**config.mk**
```make
export PLATFORM = sky130hd
export DESIGN_NAME = manchester_frame_codec
export DESIGN_NICKNAME = d
export VERILOG_FILES = /design/src/common/mfc_pkg.sv /design/src/common/sym_if.sv /design/src/design/manchester_tx_encoder.sv /design/src/design/manchester_rx_decoder.sv /design/src/design/manchester_frame_codec.sv
export SDC_FILE = /design/constraint.sdc
export NUM_CORES = 1
export LEC_CHECK = 0
export BUFFER_PORTS_ARGS = -buffer_cell sky130_fd_sc_hd__buf_2
export CAP_MARGIN = 5
export CORE_MARGIN = 8
export CORE_UTILIZATION = 63
export CTS_BUF_LIST = sky130_fd_sc_hd__clkbuf_4 sky130_fd_sc_hd__clkbuf_8
export DETAILED_ROUTE_END_ITERATION = 16
export GPL_ROUTABILITY_DRIVEN = 0
export MAX_ROUTING_LAYER = met4
export PLACE_DENSITY = 0.83
export SLEW_MARGIN = 20
export SYNTH_ARGS = -nofsm -noshare
export SYNTH_HDL_FRONTEND = slang
export SYNTH_SLANG_ARGS = --single-unit
```
**constraint.sdc**
```tcl
create_clock -name CLK_SYS -period 3.2 [get_ports CLK_SYS]
set_clock_uncertainty 0.15 [all_clocks]
set_input_delay 0 -clock CLK_SYS [delete_from_list [all_inputs] [get_ports CLK_SYS]]
set_output_delay 0 -clock CLK_SYS [all_outputs]
set_load 0.1 [all_outputs]
```
**src/common/mfc_pkg.sv**
```systemverilog
/*
 Shared types and constants of the Manchester frame codec.
 Assumes a 100 MHz system clock and a 10 Mbit/s line.
*/
package mfc_pkg;
   // -------------------------------------------------------------
   // Line symbols, error codes and state encodings
   // -------------------------------------------------------------
   typedef enum logic [1:0] {SYM_ZERO = 2'h0, SYM_ONE = 2'h1, SYM_NPLUS = 2'h2, SYM_NMINUS = 2'h3} sym_type;
   typedef enum logic [1:0] {ERR_CODE = 2'h0, ERR_SLIP = 2'h1, ERR_ALIGN = 2'h2, ERR_OVERSIZE = 2'h3} err_type;
   typedef enum logic [2:0] {TX_IDLE = 3'h0, TX_SOF0 = 3'h1, TX_SOFN = 3'h3, TX_DATA = 3'h2,
                             TX_EOFN = 3'h6, TX_EOF0 = 3'h7, TX_GAP = 3'h5} tx_state_type;
   typedef enum logic [2:0] {RX_HUNT = 3'h0, RX_SOFZ = 3'h1, RX_FRAME = 3'h3, RX_EOFN = 3'h2,
                             RX_GAP = 3'h6} rx_state_type;
   // -------------------------------------------------------------
   // Timing
   // -------------------------------------------------------------
   localparam int         CLK_PERIOD_NS = 10;
   localparam int         BIT_TIME_NS   = 100;
   localparam int         CLKS_PER_BIT  = (BIT_TIME_NS + CLK_PERIOD_NS - 1) / CLK_PERIOD_NS;
   localparam logic [3:0] PH_RESET      = 4'h0;
   localparam logic [3:0] PH_LAST       = 4'(CLKS_PER_BIT - 1);
   localparam logic [3:0] PH_HALF       = 4'(CLKS_PER_BIT / 2);
   localparam logic [3:0] PH_SAMPLE_A   = 4'(CLKS_PER_BIT / 4);
   localparam logic [3:0] PH_SAMPLE_B   = 4'(CLKS_PER_BIT / 2 + CLKS_PER_BIT / 4);
   localparam logic [3:0] PH_TOL        = 4'h1;
   // -------------------------------------------------------------
   // Frame limits
   // -------------------------------------------------------------
   localparam int          GAP_MIN_BITS  = 92;
   localparam int          MAX_OCTETS    = 1535;
   localparam int          BITCNT_W      = 14;
   localparam logic [13:0] MAX_BIT_COUNT = 14'(MAX_OCTETS * 8);
endpackage

```
**src/common/sym_if.sv**
```systemverilog
/*
 Symbol carrier between the codec core, the encoder and the decoder.
 Assumes all three sit on one clock.
*/
`timescale 1ns/1ps
interface sym_if;
   import mfc_pkg::*;
   sym_type tx_sym;    // Symbol for the next transmit cell
   logic    tx_frame;  // Next cell belongs to a frame
   logic    tx_take;   // Encoder loads tx_sym this cycle
   sym_type rx_sym;    // Last decoded cell
   logic    rx_valid;  // rx_sym new this cycle
   logic    rx_slip;   // Edge far from a half-bit position
   logic    rx_hunt;   // Receiver not in a frame
   modport core (output tx_sym, tx_frame, rx_hunt, input tx_take, rx_sym, rx_valid, rx_slip);
   modport enc  (input tx_sym, tx_frame, output tx_take);
   modport dec  (input rx_hunt, output rx_sym, rx_valid, rx_slip);
endinterface // sym_if

```
**src/design/manchester_tx_encoder.sv**
```systemverilog
/*
 Bit-cell timer and Manchester encoder for one symbol per cell.
 Assumes the core presents the next symbol whenever tx_take is high.
*/
`timescale 1ns/1ps
module manchester_tx_encoder
   import mfc_pkg::*;
(
   input  wire logic clk,        // System clock
   input  wire logic rst,        // Asynchronous reset, high
   sym_if.enc        lnk,        // Symbol carrier
   output logic      line,       // Encoded line level
   output logic      frame       // Line cell is part of a frame
);
   logic [3:0] ph;
   sym_type    cur;
   logic       cur_frame;
   wire        cell_end    = ph == PH_LAST;
   wire        first_high  = (cur == SYM_ONE) || (cur == SYM_NPLUS);
   wire        second_high = (cur == SYM_ZERO) || (cur == SYM_NPLUS);
   wire        next_line   = (ph < PH_HALF) ? first_high : second_high;
   assign lnk.tx_take = cell_end;
   always_ff @(posedge clk or posedge rst) begin
      if (rst) begin
         ph        <= PH_RESET;
         cur       <= SYM_ZERO;
         cur_frame <= 1'b0;
         line      <= 1'b0;
         frame     <= 1'b0;
      end else begin
         ph        <= cell_end ? PH_RESET : ph + 4'h1;
         cur       <= cell_end ? lnk.tx_sym : cur;
         cur_frame <= cell_end ? lnk.tx_frame : cur_frame;
         line      <= next_line;
         frame     <= cur_frame;
      end
   end
endmodule // manchester_tx_encoder

```
**src/design/manchester_rx_decoder.sv**
```systemverilog
/*
 Oversampling Manchester decoder: tracks half-bit edges, samples each
 half cell and reports one symbol per cell. Assumes a synchronised line.
*/
`timescale 1ns/1ps
module manchester_rx_decoder
   import mfc_pkg::*;
(
   input  wire logic clk,        // System clock
   input  wire logic rst,        // Asynchronous reset, high
   input  wire logic line,       // Synchronised line level
   sym_if.dec        lnk         // Symbol carrier
);
   logic [3:0] ph;
   logic       prev;
   logic       half_a;
   logic       half_b;
   // Nominal polarity only; an inverted pair simply decodes as other symbols
   wire        edge_seen  = line != prev;
   wire        near_bound = (ph <= PH_TOL) || (ph == PH_LAST);
   wire        near_mid   = (ph + PH_TOL >= PH_HALF) && (ph <= PH_HALF + PH_TOL);
   wire        cell_end   = ph == PH_LAST;
   wire        sym_type cell_sym = half_a ? (half_b ? SYM_NPLUS : SYM_ONE)
                                          : (half_b ? SYM_ZERO : SYM_NMINUS);
   // Idle is a run of zeros; reading ones while hunting means half a cell off
   wire        half_shift = cell_end && lnk.rx_hunt && (cell_sym == SYM_ONE);
   wire [3:0]  next_ph    = (edge_seen && near_bound) ? PH_TOL :
                            (edge_seen && near_mid)   ? PH_HALF + PH_TOL :
                            half_shift                ? PH_HALF :
                            cell_end                  ? PH_RESET : ph + 4'h1;
   always_ff @(posedge clk or posedge rst) begin
      if (rst) begin
         ph           <= PH_RESET;
         prev         <= 1'b0;
         half_a       <= 1'b0;
         half_b       <= 1'b0;
         lnk.rx_sym   <= SYM_ZERO;
         lnk.rx_valid <= 1'b0;
         lnk.rx_slip  <= 1'b0;
      end else begin
         ph           <= next_ph;
         prev         <= line;
         half_a       <= (ph == PH_SAMPLE_A) ? line : half_a;
         half_b       <= (ph == PH_SAMPLE_B) ? line : half_b;
         lnk.rx_sym   <= cell_end ? cell_sym : lnk.rx_sym;
         lnk.rx_valid <= cell_end;
         lnk.rx_slip  <= edge_seen && !near_bound && !near_mid;
      end
   end
endmodule // manchester_rx_decoder

```
**src/design/manchester_frame_codec.sv**
```systemverilog
/*
 Medium dependent sublayer for a twisted-pair Manchester fieldbus:
 frames link-layer bits with delimiters and idle, encodes them, and
 on receive decodes, strips framing and reports errors.
 Assumes a link interface sublayer on the same clock and a line
 attachment unit whose receive pin is asynchronous.
*/
// Contract
// - Transmit idle, start delimiter, data bits, end delimiter, idle, in order.
// - Receive strips idle and delimiters, forwards only data bits in order.
// - Non-data symbol inside data: stop forwarding, flag error, then end activity.
// - One is high then low; zero is low then high.
// - Positive non-data is high whole cell; negative is low whole cell.
// - Decode inversely and flag every invalid code pattern as an error.
// - End delimiter after a bit count not multiple of eight: alignment error.
// - Every receive error ends the frame with an error code.
// - No polarity detection; line always read with nominal polarity.
// - Start delimiter is zero then positive non-data; frame only after it.
// - End delimiter is negative non-data then zero, stripped on receive.
// - No end delimiter within 1535 octets: oversize error.
// - Send idle zeros, cell aligned, whenever nothing else is sent.
// - After start delimiter, report half-bit slip as an error.
// - Lock fast enough that at most four preamble bits are lost.
// - At least 92 idle bit times between transmitted frames.
// - Ignore the line for the same gap after a received frame.
// - Management may lengthen the gap, never shorten it below minimum.
`timescale 1ns/1ps
module manchester_frame_codec
   import mfc_pkg::*;
#(
   parameter int GAP_W = 8                        // Width of the gap setting
)
(
   input  wire logic             CLK_SYS,         // System clock, 100 MHz
   input  wire logic             RST,             // Asynchronous reset, high
   input  wire logic             TX_VALID,        // Link has a bit to send
   input  wire logic             TX_BIT,          // Bit to send
   input  wire logic             TX_LAST,         // Bit is the last of the frame
   output logic                  TX_TAKE,         // Bit taken, pulse
   input  wire logic [GAP_W-1:0] GAP_BITS,        // Requested gap in bit times
   output logic                  TX_LINE,         // Encoded line to transceiver
   output logic                  TX_EN,           // Transmit enable to transceiver
   output logic                  TX_BUSY,         // Frame or gap in progress
   input  wire logic             RX_LINE,         // Line from transceiver, async
   output logic                  RX_START,        // Start of activity, pulse
   output logic                  RX_BIT_VALID,    // Received bit, pulse
   output logic                  RX_BIT,          // Received bit value
   output logic                  RX_ERR,          // End with error, pulse
   output mfc_pkg::err_type      RX_ERR_CODE,     // Error code of last error
   output logic                  RX_END,          // End of activity, pulse
   output logic                  RX_ACTIVE        // Inside a received frame
);
   import mfc_pkg::*;

   // -------------------------------------------------------------
   // Shared gap setting
   // -------------------------------------------------------------
   localparam logic [GAP_W-1:0] GAP_MIN = GAP_W'(GAP_MIN_BITS);

   // A short request is raised to the minimum, never obeyed
   wire [GAP_W-1:0] gap_limit = (GAP_BITS < GAP_MIN) ? GAP_MIN : GAP_BITS;
   wire [GAP_W-1:0] gap_last  = gap_limit - GAP_W'(1);

   sym_if lnk ();

   // -------------------------------------------------------------
   // Encoder and decoder
   // -------------------------------------------------------------
   logic line_meta;
   logic line_sync;

   manchester_tx_encoder u_enc (
      .clk   (CLK_SYS),
      .rst   (RST),
      .lnk   (lnk.enc),
      .line  (TX_LINE),
      .frame (TX_EN)
   );

   manchester_rx_decoder u_dec (
      .clk   (CLK_SYS),
      .rst   (RST),
      .line  (line_sync),
      .lnk   (lnk.dec)
   );

   // Two stages before the decoder looks at the pin
   always_ff @(posedge CLK_SYS or posedge RST) begin
      if (RST) begin
         line_meta <= 1'b0;
         line_sync <= 1'b0;
      end else begin
         line_meta <= RX_LINE;
         line_sync <= line_meta;
      end
   end

   // -------------------------------------------------------------
   // Transmit framing
   // -------------------------------------------------------------
   tx_state_type     tx_state;
   tx_state_type     next_tx_state;
   logic             tx_bit;
   logic             tx_last;
   logic [GAP_W-1:0] tx_gap_cnt;

   wire take      = lnk.tx_take;
   wire gap_done  = tx_gap_cnt >= gap_last;
   wire in_tx_gap = tx_state == TX_GAP;

   // Fetch the first bit during the start delimiter, later bits during data
   wire fetch = take && TX_VALID && ((tx_state == TX_SOFN) || ((tx_state == TX_DATA) && !tx_last));

   // Symbol handed to the encoder for the coming cell
   assign lnk.tx_sym = (tx_state == TX_SOFN) ? SYM_NPLUS :
                       (tx_state == TX_DATA) ? (tx_bit ? SYM_ONE : SYM_ZERO) :
                       (tx_state == TX_EOFN) ? SYM_NMINUS :
                       SYM_ZERO;

   assign lnk.tx_frame = (tx_state != TX_IDLE) && (tx_state != TX_GAP);

   always_comb begin
      next_tx_state = tx_state;
      unique case (tx_state)
         TX_IDLE: begin
            if (take && TX_VALID) begin
               next_tx_state = TX_SOF0;
            end
         end
         TX_SOF0: begin
            if (take) begin
               next_tx_state = TX_SOFN;
            end
         end
         TX_SOFN: begin
            if (take) begin
               next_tx_state = TX_VALID ? TX_DATA : TX_EOFN;
            end
         end
         TX_DATA: begin
            // An empty link side ends the frame cleanly rather than stalling the line
            if (take && (tx_last || !TX_VALID)) begin
               next_tx_state = TX_EOFN;
            end
         end
         TX_EOFN: begin
            if (take) begin
               next_tx_state = TX_EOF0;
            end
         end
         TX_EOF0: begin
            if (take) begin
               next_tx_state = TX_GAP;
            end
         end
         TX_GAP: begin
            if (take && gap_done) begin
               next_tx_state = TX_IDLE;
            end
         end
      endcase
   end

   always_ff @(posedge CLK_SYS or posedge RST) begin
      if (RST) begin
         tx_state <= TX_IDLE;
         TX_BUSY  <= 1'b0;
      end else begin
         tx_state <= next_tx_state;
         TX_BUSY  <= next_tx_state != TX_IDLE;
      end
   end

   always_ff @(posedge CLK_SYS or posedge RST) begin
      if (RST) begin
         tx_bit  <= 1'b0;
         tx_last <= 1'b0;
         TX_TAKE <= 1'b0;
      end else begin
         tx_bit  <= fetch ? TX_BIT : tx_bit;
         tx_last <= fetch ? TX_LAST : tx_last;
         TX_TAKE <= fetch;
      end
   end

   // Idle cells counted after the end delimiter
   always_ff @(posedge CLK_SYS or posedge RST) begin
      if (RST) begin
         tx_gap_cnt <= '0;
      end else if (!in_tx_gap) begin
         tx_gap_cnt <= '0;
      end else if (take) begin
         tx_gap_cnt <= tx_gap_cnt + GAP_W'(1);
      end
   end

   // -------------------------------------------------------------
   // Receive framing
   // -------------------------------------------------------------
   rx_state_type        rx_state;
   rx_state_type        next_rx_state;
   logic [BITCNT_W-1:0] bit_cnt;
   logic [GAP_W-1:0]    rx_gap_cnt;
   logic                end_pend;
   err_type             next_err;

   wire     sym_v    = lnk.rx_valid;
   sym_type sym;
   assign   sym      = lnk.rx_sym;
   wire     in_frame = (rx_state == RX_FRAME) || (rx_state == RX_EOFN);
   wire     data_sym = (sym == SYM_ZERO) || (sym == SYM_ONE);
   wire     in_rgap  = rx_state == RX_GAP;

   assign lnk.rx_hunt = !in_frame;

   // Frame events
   wire sof_hit      = (rx_state == RX_SOFZ) && sym_v && (sym == SYM_NPLUS);
   wire slip_hit     = in_frame && lnk.rx_slip;
   wire oversize_hit = (rx_state == RX_FRAME) && sym_v && data_sym
                       && (bit_cnt == MAX_BIT_COUNT);
   wire code_hit     = sym_v && (((rx_state == RX_FRAME) && (sym == SYM_NPLUS))
                       || ((rx_state == RX_EOFN) && (sym != SYM_ZERO)));
   wire eof_hit      = (rx_state == RX_EOFN) && sym_v && (sym == SYM_ZERO);
   wire align_hit    = eof_hit && (bit_cnt[2:0] != 3'h0);
   wire err_hit      = slip_hit || code_hit || oversize_hit || align_hit;
   wire good_end     = eof_hit && !err_hit;
   wire bit_take     = (rx_state == RX_FRAME) && sym_v && data_sym && !err_hit;
   wire rgap_done    = rx_gap_cnt >= gap_last;

   // Slip outranks the others: a slipped cell makes any code check meaningless
   assign next_err = slip_hit     ? ERR_SLIP :
                     code_hit     ? ERR_CODE :
                     oversize_hit ? ERR_OVERSIZE :
                     ERR_ALIGN;

   always_comb begin
      next_rx_state = rx_state;
      unique case (rx_state)
         RX_HUNT: begin
            if (sym_v && (sym == SYM_ZERO)) begin
               next_rx_state = RX_SOFZ;
            end
         end
         RX_SOFZ: begin
            if (sof_hit) begin
               next_rx_state = RX_FRAME;
            end else if (sym_v && (sym != SYM_ZERO)) begin
               next_rx_state = RX_HUNT;
            end
         end
         RX_FRAME: begin
            if (err_hit) begin
               next_rx_state = RX_GAP;
            end else if (sym_v && (sym == SYM_NMINUS)) begin
               next_rx_state = RX_EOFN;
            end
         end
         RX_EOFN: begin
            if (err_hit || good_end) begin
               next_rx_state = RX_GAP;
            end
         end
         RX_GAP: begin
            if (sym_v && rgap_done) begin
               next_rx_state = RX_HUNT;
            end
         end
      endcase
   end

   always_ff @(posedge CLK_SYS or posedge RST) begin
      if (RST) begin
         rx_state  <= RX_HUNT;
         RX_ACTIVE <= 1'b0;
      end else begin
         rx_state  <= next_rx_state;
         RX_ACTIVE <= (next_rx_state == RX_FRAME) || (next_rx_state == RX_EOFN);
      end
   end

   // Bit count from the end of the start delimiter
   always_ff @(posedge CLK_SYS or posedge RST) begin
      if (RST) begin
         bit_cnt <= '0;
      end else if (sof_hit) begin
         bit_cnt <= '0;
      end else if (bit_take) begin
         bit_cnt <= bit_cnt + BITCNT_W'(1);
      end
   end

   // Line ignored for the gap, measured in received cells
   always_ff @(posedge CLK_SYS or posedge RST) begin
      if (RST) begin
         rx_gap_cnt <= '0;
      end else if (!in_rgap) begin
         rx_gap_cnt <= '0;
      end else if (sym_v) begin
         rx_gap_cnt <= rx_gap_cnt + GAP_W'(1);
      end
   end

   // -------------------------------------------------------------
   // Receive indications
   // -------------------------------------------------------------
   always_ff @(posedge CLK_SYS or posedge RST) begin
      if (RST) begin
         RX_START     <= 1'b0;
         RX_BIT_VALID <= 1'b0;
         RX_BIT       <= 1'b0;
      end else begin
         RX_START     <= sof_hit;
         RX_BIT_VALID <= bit_take;
         RX_BIT       <= bit_take ? (sym == SYM_ONE) : RX_BIT;
      end
   end

   // Error first, end of activity one cycle later
   always_ff @(posedge CLK_SYS or posedge RST) begin
      if (RST) begin
         RX_ERR      <= 1'b0;
         RX_ERR_CODE <= ERR_CODE;
         end_pend    <= 1'b0;
         RX_END      <= 1'b0;
      end else begin
         RX_ERR      <= err_hit;
         RX_ERR_CODE <= err_hit ? next_err : RX_ERR_CODE;
         end_pend    <= err_hit;
         RX_END      <= good_end || end_pend;
      end
   end

endmodule // manchester_frame_codec

```
==> results of run 1 <==
-- Yosys cell counts, types with 2 or more instances --
| library cell | count | area [µm²] |
|---|---|---|
| ha_1 | 17 | 213 |
| nor4_1 | 9 | 56.3 |
| mux2i_1 | 3 | 30.0 |
| nand2b_1 | 11 | 68.8 |
| nor2_2 | 2 | 12.5 |
| a22o_1 | 3 | 26.3 |
| nor2_1 | 48 | 180 |
| or2_2 | 3 | 18.8 |
| nand2_1 | 45 | 169 |
| a311oi_1 | 3 | 26.3 |
| or3_1 | 5 | 31.3 |
| nor2b_1 | 3 | 18.8 |
| a21oi_1 | 23 | 115 |
| inv_1 | 19 | 71.3 |
| or4_1 | 4 | 30.0 |
| o211ai_1 | 3 | 22.5 |
| o41ai_1 | 2 | 17.5 |
| and3_1 | 3 | 18.8 |
| and2_1 | 2 | 12.5 |
| o21a_1 | 2 | 15.0 |
| xnor2_1 | 19 | 166 |
| clkbuf_1 | 12 | 45.0 |
| nor3_1 | 8 | 40.0 |
| o21ai_0 | 21 | 105 |
| buf_1 | 2 | 7.51 |
| buf_2 | 3 | 15.0 |
| a21o_1 | 3 | 22.5 |
| maj3_2 | 2 | 22.5 |
| dfrtp_1 | 70 | 1750 |
| a21oi_2 | 2 | 17.5 |
| xor2_1 | 13 | 114 |
| nand4_1 | 11 | 68.8 |
| nand3_1 | 8 | 40.0 |
| a21boi_0 | 2 | 15.0 |
| nand4b_1 | 2 | 17.5 |
| a31oi_1 | 6 | 37.5 |
-- repair_timing --
action / in CTS / in global routing
gates resized for setup: 0 / 0
endpoints found under the hold margin: 31 / 0
hold buffers: 5 / 0
-- per-layer routing --
layer	vias up	GRT usage (%)	share of wire, %
met3	18	3.73	4.4
met5	-	-	0
li1	1542	-	-
met1	1498	23.3	44
met2	92	31.3	50
met4	0	9.11	2.3
-- area by class of cell --
| cell class | instances | area [µm²] | share of cell area (%) |
|---|---|---|---|
| Inverter | 19 | 71.3 | 1.64 |
| Sequential cell | 70 | 1750 | 40.2 |
| Clock buffer | 11 | 139 | 3.19 |
| Multi-Input combinational cell | 313 | 1970 | 45.3 |
| Timing Repair Buffer | 36 | 220 | 5.06 |
| Tap cell | 75 | 93.8 | 2.15 |
| Clock inverter | 5 | 108 | 2.47 |
-- report_power, final --
group | switching [mW] | total (mW) | internal [mW]
Clock | 0.334 | 0.872 | 0.538
Combinational | 0.231 | 0.427 | 0.196
Sequential | 0.152 | 1.13 | 0.978
-- sequential cells by signal, indices dropped and copies added, names as in the netlist, 2 cells and up --
signal / count
u_enc.ph: 4
tx_gap_cnt: 8
u_enc.cur: 2
rx_gap_cnt: 8
bit_cnt: 14
tx_state: 3
u_dec.lnk.rx_sym: 2
RX_ERR_CODE: 2
u_dec.ph: 4
rx_state: 3
-- worst max path at each step --
stage | slack (ps) | startpoint | cells past startpoint | endpoint
detailed placement | 190 | GAP_BITS[6] | 15 | rx_state[2]$_DFF_PP0_
global placement | 420 | GAP_BITS[6] | 14 | tx_state[0]$_DFF_PP0_
floorplan | 370 | GAP_BITS[6] | 14 | tx_state[0]$_DFF_PP0_
finish | 490 | GAP_BITS[6] | 15 | rx_state[2]$_DFF_PP0_
global route | 250 | GAP_BITS[6] | 15 | RX_ACTIVE$_DFF_PP0_
CTS | 510 | GAP_BITS[6] | 15 | rx_state[2]$_DFF_PP0_
-- logic make-up (layout without fill, tap and decap cells) --
logic type                 count (synthesis)  count (layout)  synth area share (%)
buffers and inverters                     37              71                  3.78
muxes                                      4               4                  1.07
adders and majority gates                 20              20                  6.34
and+or+nand+nor                          173             173                  22.1
AOI/OAI and AO/OA                         84              84                  14.2
xor gates and xnor gates                  32              32                  7.24
DFF                                       70              70                  45.3
-- worst register-to-register path: stages, from the launching register on --
cell and delay, ps:
dfrtp_1 670, nand2b_1 140, or4_1 570, o211ai_1 360
buf_4 250, nor4_1 90, xnor2_1 170, nor2_1 60
-- metrics by stage --
step / hold slack, ps / instances
5_1_grt: 117 / 529
6_report: 88.5 / 529
3_3_place_gp: -91.5 / 508
3_5_place_dp: -83.2 / 508
2_1_floorplan: -119 / 420
4_1_cts: 102 / 529
==> impl_metrics.csv, run 1 <==
group,metric,value,unit
worst_setup_path,worstPathArrival,2770,ps
global_routing,grt_pass1_vias,3031,
timing,worst_slack,488,ps
worst_setup_path,worst_path_most_repeated_cell,"nand2_1",
worst_setup_path,crit_chain,"buf_2 > a21oi_1 > nand2_1 > nand2_1 > ha_1 > nand2_1 > xnor2_1 > nor2_1 > ha_1 > a21o_1 > a31oi_1 > maj3_1 > o21ai_0 > a21oi_1 > or3_1",
global_routing,overflow,0,
floorplan,die_h,94.4,µm
layout,post_route_cells_drive_above_1_share,14.1,%
layout,most-common-layout-cells,"70 x dfrtp_1, 48 x nor2_1, 45 x nand2_1",
layout,area_growth,12.5,%
synthesis,syn_nets,451,
cts,cts_max_level,3,
drt,wl_per_cell,15.2,µm
placement,placed_area,0.00406,mm²
worst_setup_path,cp.required,3260,ps
power,powerDensity,558,mW/mm²
worst_setup_path,cpPeakStageDelay,360,ps
timing,hold_violations,0,
floorplan,initial_core_util,65.4,%
layout,n_antenna_cell,0,
global_routing,grt_max_degree,46,
global_routing,grt.total_usage,19.5,%
worst_setup_path,r2r_start,"u_dec.lnk.rx_valid$_DFF_PP0_",
cts,clock_sinks,70,
outcome,outcome,"completed",
timing,drv_slew,0,
synthesis,yosys_warnings,0,
drt,routed_wl,8040,µm
synthesis,seq_area_frac_synth,45.3,%
drt,drt-vias-per-instance,5.95,
timing,tns,0,ps
synthesis,synth.distinct_cells,62,
cts,cts_buffer_depth,2,
synthesis,synth_flop_cell,"dfrtp_1",
timing,worst_pin_slew,701,ps
cts,post_cts_buffers,0,
drt,routed-via-count,3150,
floorplan,die_area,0.00891,mm²
synthesis,ys_seq_elements,70,
synthesis,synth-edff-count,0,
worst_setup_path,criticalPathCategory,"in2reg",
synthesis,syn_area,0.00387,mm²
cts,cts_buffers,9,
floorplan,fp.dieW,94.4,µm
global_routing,grt_first_pass_wirelength,13700,µm
worst_setup_path,end_kind,"register",
cts,cts.clk_slew.worst_paths,80,ps
floorplan,coreArea,0.00592,mm²
worst_setup_path,r2r_end,"bit_cnt[8]$_DFFE_PP0P_",
drt,drt_iter0_markers,159,
power,ir_drop,0.406,mV
floorplan,ios,26,
placement,place_ws,187,ps
timing,post-route-min-period,2710,ps
worst_setup_path,r2r_cells,7,
worst_setup_path,path_max_fanout,9,
timing,post-route-period-util,84.8,%
worst_setup_path,start_kind,"input port",
timing,relSlewSlack,52.7,%
synthesis,postSynth.asyncResetShare,100,%
timing,finalSetupViolCount,0,
job,drv_cap,0,
layout,design_area,0.00436,mm²
worst_setup_path,cp_top_family,"adder cells",
timing,rsz0062_at_grt,"no",
layout,layout_commonest_cell,"dfrtp_1",
worst_hold_path,min_path_type,"in2async",
cts,cts_root_buffer,"clkbuf_8",
power,power.leakage,2.07,nW
drt,drc,0,
layout,fin_util,73.6,%
worst_setup_path,critPathBufInv,1,
placement,dpl.hpwl,5670,µm
layout,fillCellCount,424,
drt,dr.pass1.iters,5,
timing,max_freq,369,MHz
drt,drtAntennaViolNets,0,
synthesis,synth_cells,420,
placement,io_buffers,25,
floorplan,rows,28,
worst_setup_path,slowest_stage,"maj3_1",
cts,cts_tree,"built",
layout,fin_nets,480,
synthesis,syn-mean-instance-area,9.21,µm²
global_routing,antenna_found_initial,0,
worst_setup_path,r2r_slack,640,ps
cts,clkLatencyLatePin,340,ps
power,power,2.43,mW
Note: power is estimated with default switching activity, not from simulation.
==> inputs of run 2 (changes only) <==
==> constraint.sdc (replaced) <==
create_clock -name CLK_SYS -period 2.7 [get_ports CLK_SYS]
set_clock_uncertainty 0.15 [all_clocks]
set_input_delay 0 -clock CLK_SYS [delete_from_list [all_inputs] [get_ports CLK_SYS]]
set_output_delay 0 -clock CLK_SYS [all_outputs]
set_load 0.1 [all_outputs]
==> impl_metrics.csv, run 2 (synthesized netlist as in run 1, its figures left out) <==
group,metric,value,unit
timing,max_freq,403,MHz
timing,rsz0062_at_grt,"no",
drt,wl_met1,3690,µm
drt,wl_per_cell,15.5,µm
layout,fillCellCount,415,
drt,drt_iter0_markers,131,
timing,post-route-period-util,91.9,%
layout,regArea,0.00175,mm²
worst_hold_path,min_path_type,"in2async",
worst_setup_path,criticalPathCategory,"reg2reg",
power,intPower,1.78,mW
timing,relSlewSlack,57.0,%
global_routing,grt_max_degree,30,
power,power.leakage,2.09,nW
drt,wl_met2,4250,µm
power,power,2.65,mW
drt,drtAntennaViolNets,0,
worst_setup_path,r2r_end,"rx_state[2]$_DFF_PP0_",
cts,cts_buffers,9,
job,drv_cap,0,
layout,regMostFlops,"bit_cnt",
floorplan,ios,26,
power,clockPowerShare,29.1,%
floorplan,fp.dieW,94.4,µm
layout,n_antenna_cell,0,
layout,design_area,0.00438,mm²
worst_setup_path,r2r_slack,220,ps
worst_setup_path,path_max_fanout,10,
floorplan,coreArea,0.00592,mm²
floorplan,initial_core_util,65.4,%
cts,clkLatencyLatePin,350,ps
worst_setup_path,start_kind,"register",
layout,post_route_cells_drive_above_1_share,16.6,%
global_routing,grt.total_usage,21.0,%
power,powerDensity,604,mW/mm²
floorplan,die_area,0.00891,mm²
drt,dr.pass1.iters,4,
worst_setup_path,crit_start,"rx_gap_cnt[7]$_DFFE_PP0P_",
power,p_sw,0.868,mW
drt,top_layer,"met4",
worst_setup_path,slowest_stage,"dfrtp_1",
timing,worst_slack,218,ps
timing,post-route-min-period,2480,ps
worst_setup_path,cp.required,2770,ps
drt,routed_wl,8380,µm
layout,area_growth,13.2,%
layout,most-common-layout-cells,"70 x dfrtp_1, 48 x nor2_1, 45 x nand2_1",
outcome,outcome,"completed",
worst_setup_path,r2r_cells,6,
drt,drc,0,
timing,finalSetupViolCount,0,
drt,routed-via-count,3174,
timing,fin_hold_ws,45.4,ps
worst_setup_path,endpoint,"rx_state[2]$_DFF_PP0_",
power,p_seq_share,50.7,%
worst_setup_path,worst_path_most_repeated_cell,"a21oi_1",
drt,met3WireLength,265,µm
worst_setup_path,crit_chain,"or3_2 > o311ai_0 > a21oi_1 > o21ai_0 > a21oi_1 > or3_1",
placement,dpl.hpwl,5990,µm
global_routing,antenna_found_initial,0,
placement,placed_area,0.00416,mm²
global_routing,grt_first_pass_wirelength,14400,µm
layout,layout_commonest_cell,"dfrtp_1",
worst_setup_path,worstPathArrival,2560,ps
cts,cts_buffer_depth,2,
layout,largest_reg_flops,14,
cts,cts_tree,"built",
worst_setup_path,end_kind,"register",
worst_setup_path,cpPeakStageDelay,480,ps
timing,worst_pin_slew,639,ps
power,ir_drop,0.509,mV
cts,cts.clk_slew.worst_paths,70,ps
cts,cts_max_level,3,
global_routing,overflow,0,
timing,hold_violations,0,
cts,cts_root_buffer,"clkbuf_8",
cts,ctsResizeCount,0,
layout,fin_nets,491,
timing,drv_slew,0,
global_routing,grt_pass1_vias,3121,
power,switching_share,32.8,%
placement,place_ws,-81.8,ps
placement,io_buffers,25,
layout,largestRegisters,"bit_cnt x14, rx_gap_cnt x8, tx_gap_cnt x8",
drt,drt-vias-per-instance,5.88,
floorplan,rows,28,
worst_setup_path,r2r_start,"rx_gap_cnt[7]$_DFFE_PP0P_",
cts,clock_sinks,70,
power,p_comb_share,20.2,%
layout,fin_util,74.0,%
floorplan,die_h,94.4,µm
layout,multi_input_area,0.00199,mm²
## run 2: cell count changes in the layout (fill, tap and decap cells not counted), sizes merged
cell / previous run / this run
buf: 31 / 42
bufinv: 3 / 0
clkbuf: 11 / 12
clkinv: 2 / 3
clkinvlp: 0 / 1
## run 2: cell type report
class / count / area share, %
Clock buffer: 12 / 3.48
Clock inverter: 4 / 0.514
Inverter: 19 / 1.63
Multi-Input combinational cell: 313 / 45.3
Sequential cell: 70 / 40.0
Tap cell: 75 / 2.14
Timing Repair Buffer: 47 / 6.91
## run 2: critical path, delay by kind of cell, from the launching register on
| kind | cells | cell delay [ps] |
|---|---|---|
| simple gates | 2 | 780 |
| flops | 1 | 480 |
| compound gates | 4 | 920 |
## run 2: through the flow
step | TNS (ps) | instances
floorplan | 0 | 420
global placement | 0 | 519
detailed placement | -192 | 519
CTS | 0 | 540
global route | 0 | 540
finish | 0 | 540
## run 2: how the worst min path moves through the flow
stage                     slack (ps)                     end  cells after the start
after floorplan                 -120     line_meta$_DFF_PP0_                      0
after global placement          -130   u_enc.frame$_DFF_PP0_                      2
after detailed placement        -120   u_enc.frame$_DFF_PP0_                      2
after CTS                         70  bit_cnt[3]$_DFFE_PP0P_                      3
after global routing             100  bit_cnt[3]$_DFFE_PP0P_                      3
final                             50  bit_cnt[3]$_DFFE_PP0P_                      3
## run 2: repair_timing
item	4_1_cts	5_1_grt
hold buffers	5	0
hold endpoints to repair	76	0
setup buffers	0	0
## run 2: routing by layer
metal  up-vias  track usage [%]
li1       1552                -
met1      1542             24.8
met2        65             34.3
met3        15             3.33
met4         0             10.3
met5         -                -
## run 2: power groups by stage
stage	combinational, mW	sequential [mW]	clock, mW
finish	0.534	1.34	0.770
floorplan	0.450	1.26	0
detailed placement	0.518	1.35	0
global route	0.615	1.36	0.828
CTS	0.539	1.34	0.778
global placement	0.476	1.34	0
